[src/core/vmr_pkg.sv]
package vmr_pkg;

  // Data and address widths of the outbound master path.
  localparam int DATA_W = 32;
  localparam int ADDR_W = 64;
  localparam int TIMER_W = 16;

  // Transfer size codes carried with each command.
  localparam logic [1:0] SIZE_8 = 2'h0;
  localparam logic [1:0] SIZE_16 = 2'h1;
  localparam logic [1:0] SIZE_32 = 2'h2;

  // Release mode codes.
  localparam logic [1:0] REL_TIMER_OR_DONE = 2'h0;
  localparam logic [1:0] REL_TIMER_AND_REQ = 2'h1;
  localparam logic [1:0] REL_TIMER_AND_CLR = 2'h2;
  localparam logic [1:0] REL_TIMER_OR_DONE_REQ = 2'h3;

  // Field positions inside the captured attribute word.
  localparam int ATTR_WRITE_BIT = 0;
  localparam int ATTR_SIZE_LSB = 1;
  localparam int ATTR_TWO_EDGE_BIT = 3;
  localparam int ATTR_BERR_BIT = 4;
  localparam int ATTR_RMW_BIT = 5;
  localparam int ATTR_W = 8;

  // Reset values, and the all-ones fill for failed reads.
  localparam logic [TIMER_W-1:0] TIMER_RESET = 16'h0000;
  localparam logic [DATA_W-1:0] DATA_RESET = 32'h0000_0000;
  localparam logic [DATA_W-1:0] ALL_ONES = 32'hFFFF_FFFF;

  // Master sequencing states.
  typedef enum logic [2:0] {
    ST_IDLE = 3'b000,
    ST_REQ = 3'b001,
    ST_OWN = 3'b010,
    ST_XFER = 3'b011,
    ST_RMW_WR = 3'b100,
    ST_OFF = 3'b101
  } vmr_state_type;

endpackage : vmr_pkg
[src/core/vmr_fault_capture.sv]
`timescale 1ns/1ps

// Holds the status of the first failed transfer until software acknowledges it.
module vmr_fault_capture (
  // Clock and reset.
  input wire logic core_clk,
  input wire logic srst,
  // Failure report from the master sequencer.
  input wire logic failPulse,
  input wire logic [vmr_pkg::ADDR_W-1:0] failAddr,
  input wire logic [vmr_pkg::ATTR_W-1:0] failAttr,
  // Software acknowledge.
  input wire logic faultAck,
  // Captured status.
  output logic [31:0] fault_addr_high,
  output logic [31:0] fault_addr_low,
  output logic [vmr_pkg::ATTR_W-1:0] fault_attributes,
  output logic faultValid,
  output logic faultOverflow,
  output logic faultEvent
);

  logic [31:0] addrHigh_q, addrHigh_d;
  logic [31:0] addrLow_q, addrLow_d;
  logic [vmr_pkg::ATTR_W-1:0] attr_q, attr_d;
  logic valid_q, valid_d;
  logic ovf_q, ovf_d;
  logic event_q, event_d;

  // First failure loads the status; later ones flag overflow and leave it; every failure pulses the event; a failure wins over ack.
  always_comb begin
    addrHigh_d = addrHigh_q;
    addrLow_d = addrLow_q;
    attr_d = attr_q;
    valid_d = valid_q;
    ovf_d = ovf_q;
    event_d = 1'b0;
    if (faultAck) begin
      valid_d = 1'b0;
      ovf_d = 1'b0;
    end
    if (failPulse) begin
      if (valid_q && !faultAck) begin
        ovf_d = 1'b1;
      end else begin
        addrHigh_d = failAddr[63:32];
        addrLow_d = failAddr[31:0];
        attr_d = failAttr;
        valid_d = 1'b1;
      end
      event_d = 1'b1;
    end
  end

  // Status registers.
  always_ff @(posedge core_clk) begin
    if (srst) begin
      addrHigh_q <= 32'h0000_0000;
      addrLow_q <= 32'h0000_0000;
      attr_q <= 8'h00;
      valid_q <= 1'b0;
      ovf_q <= 1'b0;
      event_q <= 1'b0;
    end else begin
      addrHigh_q <= addrHigh_d;
      addrLow_q <= addrLow_d;
      attr_q <= attr_d;
      valid_q <= valid_d;
      ovf_q <= ovf_d;
      event_q <= event_d;
    end
  end

  // Outputs come straight from the flip-flops.
  assign fault_addr_high = addrHigh_q;
  assign fault_addr_low = addrLow_q;
  assign fault_attributes = attr_q;
  assign faultValid = valid_q;
  assign faultOverflow = ovf_q;
  assign faultEvent = event_q;

endmodule : vmr_fault_capture

[src/core/vmr_master.sv]
`timescale 1ns/1ps

// Contract
// - Read-modify-write only for naturally aligned 8, 16 or 32 bit transfers.
// - Keep the bus from the read-modify-write read through its write.
// - Target address held as high word 63:32 and low word 31:2.
// - Per-bit mask picks bits for both compare and swap.
// - Start only when host read address equals target inside an enabled window.
// - Compare returned data with compare value on masked bits only.
// - Matching enabled bits take swap value; other bits written back as read.
// - Host read completes with the original read data, not the swapped value.
// - Request bus on new command, or pending command after time-off expiry.
// - After release wait the time-off interval before requesting again.
// - Time-on timer bounds ownership; keep bus until release condition holds.
// - Mode 0 releases on time-on expiry or done.
// - Mode 1 releases on done, or expiry with another bus request.
// - Mode 2 releases on done, or expiry with bus clear asserted.
// - Mode 3 releases on expiry, or done with another request pending.
// - Failed transfer records address high, low and attributes.
// - Capture on bus error, or slave termination on two-edge transfer.
// - Exception flushes write data held for the failed transaction.
// - Failed read completes with all ones data.
// - Further exception before acknowledge keeps status and sets overflow.
// - Provide an event whenever exception status is updated.
module vmr_master (
  // Clock and reset.
  input wire logic core_clk,
  input wire logic srst,
  // Configuration.
  input wire logic [31:0] rmw_target_addr_high,
  input wire logic [29:0] rmw_target_addr_low,
  input wire logic [31:0] rmw_bit_mask,
  input wire logic [31:0] rmw_compare_value,
  input wire logic [31:0] rmw_swap_value,
  input wire logic rmwEnable,
  input wire logic [15:0] timeOnLimit,
  input wire logic [15:0] timeOffLimit,
  input wire logic [1:0] releaseMode,
  // Command from the internal linkage fabric.
  input wire logic cmdValid,
  input wire logic [63:0] cmdAddr,
  input wire logic cmdWrite,
  input wire logic [1:0] cmdSize,
  input wire logic cmdTwoEdge,
  input wire logic cmdWindowHit,
  input wire logic [31:0] cmdWdata,
  input wire logic cmdMore,
  output logic cmdReady,
  // Completion to the internal side.
  output logic cplValid,
  output logic [31:0] cplData,
  output logic cplError,
  output logic wrFlush,
  // Arbitration.
  output logic busRequest,
  input wire logic busGrant,
  output logic busBusy,
  input wire logic otherRequest,
  input wire logic busClear,
  // Data transfer engine on the bus.
  output logic xferStart,
  output logic xferWrite,
  output logic [63:0] xferAddr,
  output logic [31:0] xferWdata,
  output logic [1:0] xferSize,
  input wire logic xferDone,
  input wire logic [31:0] xferRdata,
  input wire logic xferBusError,
  input wire logic xferSlaveTerm,
  // Exception status.
  input wire logic faultAck,
  output logic [31:0] fault_addr_high,
  output logic [31:0] fault_addr_low,
  output logic [7:0] fault_attributes,
  output logic faultValid,
  output logic faultOverflow,
  output logic faultEvent
);

  // Alignment check used only by the read-modify-write address match.
  function automatic logic is_aligned(input logic [1:0] size, input logic [1:0] lsb);
    case (size)
      vmr_pkg::SIZE_8: is_aligned = 1'b1;
      vmr_pkg::SIZE_16: is_aligned = ~lsb[0];
      vmr_pkg::SIZE_32: is_aligned = (lsb == 2'h0);
      default: is_aligned = 1'b0;
    endcase
  endfunction : is_aligned

  vmr_pkg::vmr_state_type state_q, state_d;
  logic [15:0] onCnt_q, onCnt_d;
  logic [15:0] offCnt_q, offCnt_d;
  logic pend_q, pend_d;
  logic [63:0] addr_q, addr_d;
  logic wr_q, wr_d;
  logic [1:0] size_q, size_d;
  logic twoEdge_q, twoEdge_d;
  logic rmw_q, rmw_d;
  logic [31:0] wdata_q, wdata_d;
  logic rdy_q, rdy_d;
  logic xferWr_q, xferWr_d;
  logic more_q, more_d;
  logic busReq_q, busReq_d;
  logic busBusy_q, busBusy_d;
  logic start_q, start_d;
  logic cplValid_q, cplValid_d;
  logic [31:0] cplData_q, cplData_d;
  logic cplErr_q, cplErr_d;
  logic flush_q, flush_d;
  logic failPulse;
  logic [7:0] failAttr;
  logic onExpired;
  logic doneNow;
  logic releaseNow;
  logic rmwHit;
  logic failed;
  logic [31:0] matchBits;
  logic [31:0] mergedData;

  // Read-modify-write address match on an enabled outbound window.
  assign rmwHit = rmwEnable && cmdValid && !cmdWrite && cmdWindowHit
      && cmdAddr[63:32] == rmw_target_addr_high
      && cmdAddr[31:2] == rmw_target_addr_low
      && is_aligned(cmdSize, cmdAddr[1:0]);

  // Masked compare and per-bit merge; with no match the data goes back unchanged.
  assign matchBits = rmw_bit_mask & ~(xferRdata ^ rmw_compare_value);
  assign mergedData = (xferRdata & ~matchBits) | (rmw_swap_value & matchBits);

  // Release decision for the four modes.
  assign onExpired = (onCnt_q >= timeOnLimit);
  assign doneNow = !pend_q && !cmdValid && !more_q;
  always_comb begin
    case (releaseMode)
      vmr_pkg::REL_TIMER_OR_DONE: releaseNow = onExpired || doneNow;
      vmr_pkg::REL_TIMER_AND_REQ: releaseNow = doneNow || (onExpired && otherRequest);
      vmr_pkg::REL_TIMER_AND_CLR: releaseNow = doneNow || (onExpired && busClear);
      vmr_pkg::REL_TIMER_OR_DONE_REQ: releaseNow = onExpired || (doneNow && otherRequest);
      default: releaseNow = 1'b1;
    endcase
  end

  // Failure detection on the active transfer.
  assign failed = xferDone && (xferBusError || (twoEdge_q && xferSlaveTerm));
  assign failPulse = failed && (state_q == vmr_pkg::ST_XFER || state_q == vmr_pkg::ST_RMW_WR);
  always_comb begin
    failAttr = 8'h00;
    failAttr[vmr_pkg::ATTR_WRITE_BIT] = wr_q || state_q == vmr_pkg::ST_RMW_WR;
    failAttr[vmr_pkg::ATTR_SIZE_LSB +: 2] = size_q;
    failAttr[vmr_pkg::ATTR_TWO_EDGE_BIT] = twoEdge_q;
    failAttr[vmr_pkg::ATTR_BERR_BIT] = xferBusError;
    failAttr[vmr_pkg::ATTR_RMW_BIT] = rmw_q;
  end

  // Master sequencer: arbitration, tenure timers, transfers and completions.
  always_comb begin
    state_d = state_q;
    onCnt_d = onCnt_q;
    offCnt_d = offCnt_q;
    pend_d = pend_q;
    addr_d = addr_q;
    wr_d = wr_q;
    size_d = size_q;
    twoEdge_d = twoEdge_q;
    rmw_d = rmw_q;
    wdata_d = wdata_q;
    more_d = more_q;
    busReq_d = busReq_q;
    busBusy_d = busBusy_q;
    start_d = 1'b0;
    cplValid_d = 1'b0;
    cplData_d = cplData_q;
    cplErr_d = 1'b0;
    flush_d = 1'b0;
    if (busBusy_q && onCnt_q != 16'hFFFF) begin
      onCnt_d = onCnt_q + 16'h0001;
    end
    // Latch a new command only when none is held.
    if (cmdValid && rdy_q) begin
      pend_d = 1'b1;
      addr_d = cmdAddr;
      wr_d = cmdWrite;
      size_d = cmdSize;
      twoEdge_d = cmdTwoEdge;
      rmw_d = rmwHit;
      wdata_d = cmdWdata;
      more_d = cmdMore;
    end
    case (state_q)
      vmr_pkg::ST_IDLE: begin
        if ((cmdValid && rdy_q) || pend_q) begin
          busReq_d = 1'b1;
          state_d = vmr_pkg::ST_REQ;
        end
      end
      vmr_pkg::ST_REQ: begin
        if (busGrant) begin
          busReq_d = 1'b0;
          busBusy_d = 1'b1;
          onCnt_d = vmr_pkg::TIMER_RESET;
          state_d = vmr_pkg::ST_OWN;
        end
      end
      vmr_pkg::ST_OWN: begin
        if (pend_q && !(releaseNow && !doneNow)) begin
          start_d = 1'b1;
          state_d = vmr_pkg::ST_XFER;
        end else if (releaseNow) begin
          busBusy_d = 1'b0;
          offCnt_d = vmr_pkg::TIMER_RESET;
          state_d = vmr_pkg::ST_OFF;
        end
      end
      vmr_pkg::ST_XFER: begin
        if (xferDone) begin
          if (failed) begin
            pend_d = 1'b0;
            flush_d = wr_q;
            cplValid_d = !wr_q;
            cplData_d = vmr_pkg::ALL_ONES;
            cplErr_d = 1'b1;
            state_d = vmr_pkg::ST_OWN;
          end else if (rmw_q && !wr_q) begin
            cplValid_d = 1'b1;
            cplData_d = xferRdata;
            wdata_d = mergedData;
            start_d = 1'b1;
            state_d = vmr_pkg::ST_RMW_WR;
          end else begin
            pend_d = 1'b0;
            cplValid_d = !wr_q;
            cplData_d = xferRdata;
            state_d = vmr_pkg::ST_OWN;
          end
        end
      end
      vmr_pkg::ST_RMW_WR: begin
        if (xferDone) begin
          pend_d = 1'b0;
          flush_d = failed;
          state_d = vmr_pkg::ST_OWN;
        end
      end
      vmr_pkg::ST_OFF: begin
        offCnt_d = offCnt_q + 16'h0001;
        if (offCnt_q >= timeOffLimit) begin
          state_d = vmr_pkg::ST_IDLE;
        end
      end
      default: state_d = vmr_pkg::ST_IDLE;
    endcase
    rdy_d = !pend_d && (state_d == vmr_pkg::ST_IDLE || state_d == vmr_pkg::ST_OWN);
    xferWr_d = wr_d || state_d == vmr_pkg::ST_RMW_WR;
  end

  // Sequencer registers.
  always_ff @(posedge core_clk) begin
    if (srst) begin
      state_q <= vmr_pkg::ST_IDLE;
      onCnt_q <= vmr_pkg::TIMER_RESET;
      offCnt_q <= vmr_pkg::TIMER_RESET;
      pend_q <= 1'b0;
      addr_q <= 64'h0000_0000_0000_0000;
      wr_q <= 1'b0;
      size_q <= vmr_pkg::SIZE_8;
      twoEdge_q <= 1'b0;
      rmw_q <= 1'b0;
      wdata_q <= vmr_pkg::DATA_RESET;
      rdy_q <= 1'b0;
      xferWr_q <= 1'b0;
      more_q <= 1'b0;
      busReq_q <= 1'b0;
      busBusy_q <= 1'b0;
      start_q <= 1'b0;
      cplValid_q <= 1'b0;
      cplData_q <= vmr_pkg::DATA_RESET;
      cplErr_q <= 1'b0;
      flush_q <= 1'b0;
    end else begin
      state_q <= state_d;
      onCnt_q <= onCnt_d;
      offCnt_q <= offCnt_d;
      pend_q <= pend_d;
      addr_q <= addr_d;
      wr_q <= wr_d;
      size_q <= size_d;
      twoEdge_q <= twoEdge_d;
      rmw_q <= rmw_d;
      wdata_q <= wdata_d;
      rdy_q <= rdy_d;
      xferWr_q <= xferWr_d;
      more_q <= more_d;
      busReq_q <= busReq_d;
      busBusy_q <= busBusy_d;
      start_q <= start_d;
      cplValid_q <= cplValid_d;
      cplData_q <= cplData_d;
      cplErr_q <= cplErr_d;
      flush_q <= flush_d;
    end
  end

  // Registered outputs.
  assign cmdReady = rdy_q;
  assign busRequest = busReq_q;
  assign busBusy = busBusy_q;
  assign xferStart = start_q;
  assign xferWrite = xferWr_q;
  assign xferAddr = addr_q;
  assign xferWdata = wdata_q;
  assign xferSize = size_q;
  assign cplValid = cplValid_q;
  assign cplData = cplData_q;
  assign cplError = cplErr_q;
  assign wrFlush = flush_q;

  // Exception status capture.
  vmr_fault_capture vmr_fault_capture_inst (
    .core_clk(core_clk),
    .srst(srst),
    .failPulse(failPulse),
    .failAddr(addr_q),
    .failAttr(failAttr),
    .faultAck(faultAck),
    .fault_addr_high(fault_addr_high),
    .fault_addr_low(fault_addr_low),
    .fault_attributes(fault_attributes),
    .faultValid(faultValid),
    .faultOverflow(faultOverflow),
    .faultEvent(faultEvent)
  );

endmodule : vmr_master

[config.mk]
export PLATFORM = sky130hd
export DESIGN_NAME = vmr_master
export DESIGN_NICKNAME = d
export VERILOG_FILES = /design/src/core/vmr_pkg.sv /design/src/core/vmr_fault_capture.sv /design/src/core/vmr_master.sv
export SDC_FILE = /design/constraint.sdc
export NUM_CORES = 1
export LEC_CHECK = 0
export ABC_AREA = 1
export BUFFER_PORTS_ARGS = -buffer_cell sky130_fd_sc_hd__buf_2
export CORE_AREA = 2 2 212 214
export DETAILED_ROUTE_END_ITERATION = 8
export DIE_AREA = 0 0 214 216
export GPL_ROUTABILITY_DRIVEN = 1
export PLACE_DENSITY = 0.63
export SKIP_LAST_GASP = 1
export SLEW_MARGIN = 20
export SYNTH_ARGS = -nofsm -noshare
export SYNTH_HDL_FRONTEND = slang
export SYNTH_SLANG_ARGS = --single-unit
export TNS_END_PERCENT = 100
[constraint.sdc]
create_clock -name core_clk -period 2.5 [get_ports core_clk]
set_input_delay 0.5 -clock core_clk [delete_from_list [all_inputs] [get_ports core_clk]]
set_output_delay 0.5 -clock core_clk [all_outputs]
set_load 0.02 [all_outputs]
==> summary.md <==
| Metric | Value |
|---|---|
| Slew headroom | just under 40% |
| Critical-path cell list | ha_1 > nand2_1 > inv_1 > o21bai_1 > nand2_1 > a21oi_1 > nand3_1 > nand2_1 > nand2_1 > nand2_2 > nand3_1 > a21oi_1 |
| Synth top area share | 41.26% |
| PortBufs | about 550 |
| Worst Path Max Fanout | 19 |
| # H-tree levels | 2 |
| Total CTS buffers | 34 |
| Area contributors post-synth | dfxtp_1 (41%), nand2_1 (9.2%), a21oi_1 (7.5%), o21ai_0 (7.4%), nand3_1 (5.0%) |
| WL met1 | roughly 22 mm |
| Clk_skew | roughly 0.031 ns |
| Commonest non-fill, non-tap cell in the layout | buf_2 |
| Register bit total from synthesis | 251 |
| DIE WIDTH | between 200 and 250 µm |
| Worst-path clk slew | around 0.05 ns |
| Period utilization | 86.10% |
| Area Overhead vs Synth | 36.53% |
| Postcts setup bufs | 0 |
| Clock sinks | between 200 and 300 |
| Largest net degree at the start of global routing | ~110 |
| Status | complete, no violations |
| Bufs on Longest Clock Path | 3 |
| Residual DRC count | 0 |
| Num ports | 550 |
| Synthesized area | around 12000 µm² |
| Async set-reset flop share out of synthesis | 0% |
| Maxcap violations | 0 |
| Vias in the first global route | about 14000 |
| Part of the Yosys area used for sequential elements | between 40% and 50% |
| Via count | roughly 14000 |
| First-pass GRT wire length | 77.78 mm |
| Routability cong. | a little under 1 |
| Setup violations, final | 0 |
| Met3 WL | about 4.1 mm |
| Drt first pass iters | 8 |
| Crit path top cell by count | nand2_1 |
| Measured slew at the worst slew-check pin | between 0.9 and 1 ns |
| Unique masters post-synth | 48 |
| Wirelength per Cell | approximately 18 µm |
| DP Area | approximately 15000 µm² |
| Row count | 77 |
| Synth Flop Type | dfxtp_1 |
| CP startpoint kind | register |
| Hold Vio Cnt, Final | 0 |
| Setup TNS Final | 0 ns |
| Class of the worst hold path | input pin to register |
| GRT overflow | 0 |
| Antenna violations before repair | 11 |
| Met2 wire length | ~24 mm |
| CP peak stage delay | 0.44 ns |
| Critical Path RT | around 3.0 ns |
| Share of cells above drive strength 1 | 29.60% |
| Cell count after synthesis | between 1500 and 2000 |
| Root Driver | clkbuf_16 |
| Leak Pwr | ~7.8 nW |
| Initial Util | between 20 and 30% |
| Most frequent cells in the layout | buf_2 (546), nand2_1 (298), dfxtp_1 (251) |
| Critical path arrival | ~2.6 ns |
| Max-slew violation count | 0 |
| Average size of a mapped cell | between 7 and 8 µm² |
| Peak supply drop | around 0.63 mV |
| Worst Setup End Kind | register |
| Ys Warns | 0 |
| RSZ-0062 raised after global routing | no |
| Latest clock arrival within the worst-skew pair | around 0.54 ns |
| CTS tree | done |
| Crit Path Class | register to register |
| Pwr dens | slightly above 700 nW/µm² |
| Uppermost layer routed | met5 |
| Total GRT Usage | a little over a fifth |
| Initial DRC Count | 841 |
| Number of synthesized flops with an enable pin | 0 |
| Layout net count | 2584 |
| Max Clock Freq | 0.4646 GHz |
| Routed wire length | ~52 mm |
| Routed Antenna Nets | 0 |
| Final min period | 2.153 ns |
| Core footprint | ~44000 µm² |
| Crit-path slowest cell | dfxtp_1 |
| DR vias/cell | 4.919 |
| Final Instance Area | 16630 µm² |
| Pwr Total | approximately 12 mW |
| Post-cts repair resize count | 0 |
| Largest area contributor in the netlist | dfxtp_1 |
| Die area | approximately 46000 µm² |
| Die Y | roughly 220 µm |
| Hold buffers post-CTS | 0 |
| Detailed placement HPWL | 39.65 mm |
final timing paths:
path	startpoint	to	slack, ns	cells after the start
max	onCnt_q[13]	offCnt_q[12]	0.35	12
min	busGrant	onCnt_q[9]	0.23	2
max reg2reg	onCnt_q[13]	offCnt_q[12]	0.35	12
min reg2reg	cplData[22]	cplData[22]	0.46	2
layer usage:
layer,GRT usage (%),up-vias
li1,-,6721
met4,9.091,2
met3,4.947,118
met5,0,-
met1,27.35,6504
met2,35.35,591
cells in the mapped netlist (2+ instances only):
master and n:
nand2_1 299, dfxtp_1 251, a21oi_1 183, o21ai_0 181, nor2_1 157, inv_1 150, nand3_1 122, clkbuf_1 60
ha_1 36, a31oi_1 33, o31ai_1 32, nor3_1 23, buf_2 21, xnor2_1 19, nand4_1 17, xor2_1 15
o21ai_1 11, o22ai_1 11, inv_2 10, or2_2 8, buf_6 5, nand2_2 5, a211oi_1 4, buf_4 4
nor2_4 4, nor4_1 4, or2_0 4, o211ai_1 3, or2_1 3, buf_1 2, nor2_2 2, nor3_2 2
o21bai_1 2, o221ai_1 2
state kept, by name (all words and copies together) (netlist names), 3 cells and up:
register	count
vmr_fault_capture_inst.fault_attributes	6
offCnt_q	16
xferWdata	32
state_q	3
vmr_fault_capture_inst.fault_addr_high	32
xferAddr	64
vmr_fault_capture_inst.fault_addr_low	32
cplData	32
onCnt_q	16
worst max-delay path: cells and delay by family, from the launching register on:
kind	cells	cell delay, ns
flip-flops	1	0.44
AND/OR/NAND/NOR	7	0.92
adder cells (fa/ha/maj)	1	0.29
AO/OA/AOI/OAI	3	0.37
buffers and inverters	1	0.03
area by class of cell:
type / instances / area (µm²)
Antenna cell: 8 / 20.02
Clock buffer: 46 / 987.2
Clock inverter: 12 / 172.7
Fill cell: 4677 / 27210
Inverter: 160 / 604.3
Multi-Input combinational cell: 1196 / 6131
Sequential cell: 251 / 5025
Tap cell: 592 / 740.7
Timing Repair Buffer: 568 / 2948
cells by family after synthesis:
kind of cell               synth area share (%)
other                                   0.03079
adders and majority gates                 3.698
DFF                                       41.26
AOI/OAI and AO/OA                         20.91
xor gates and xnor gates                  2.445
and+or+nand+nor                           23.21
buffers and inverters                     8.455
power breakdown:
part | total, mW | internal (mW) | switching [mW]
Sequential | 4.55 | 4.30 | 0.257
Combinational | 2.15 | 0.738 | 1.41
Clock | 5.06 | 3.17 | 1.89
metrics by stage:
| step | instances | hold WS [ns] | worst slack (ns) | utilization (%) |
|---|---|---|---|---|
| after detailed placement | 2767 | 0.4504 | 0.08259 | 35.24 |
| final | 2833 | 0.2277 | 0.3474 | 37.93 |
| after floorplan | 1700 | 0.4557 | 0.5704 | - |
| after global routing | 2833 | 0.2170 | 0.1080 | 37.93 |
| after global placement | 2767 | 0.4463 | 0.1131 | 35.24 |
| after CTS | 2825 | 0.1907 | 0.3045 | 37.89 |
Power figures use the tool's default switching activity.
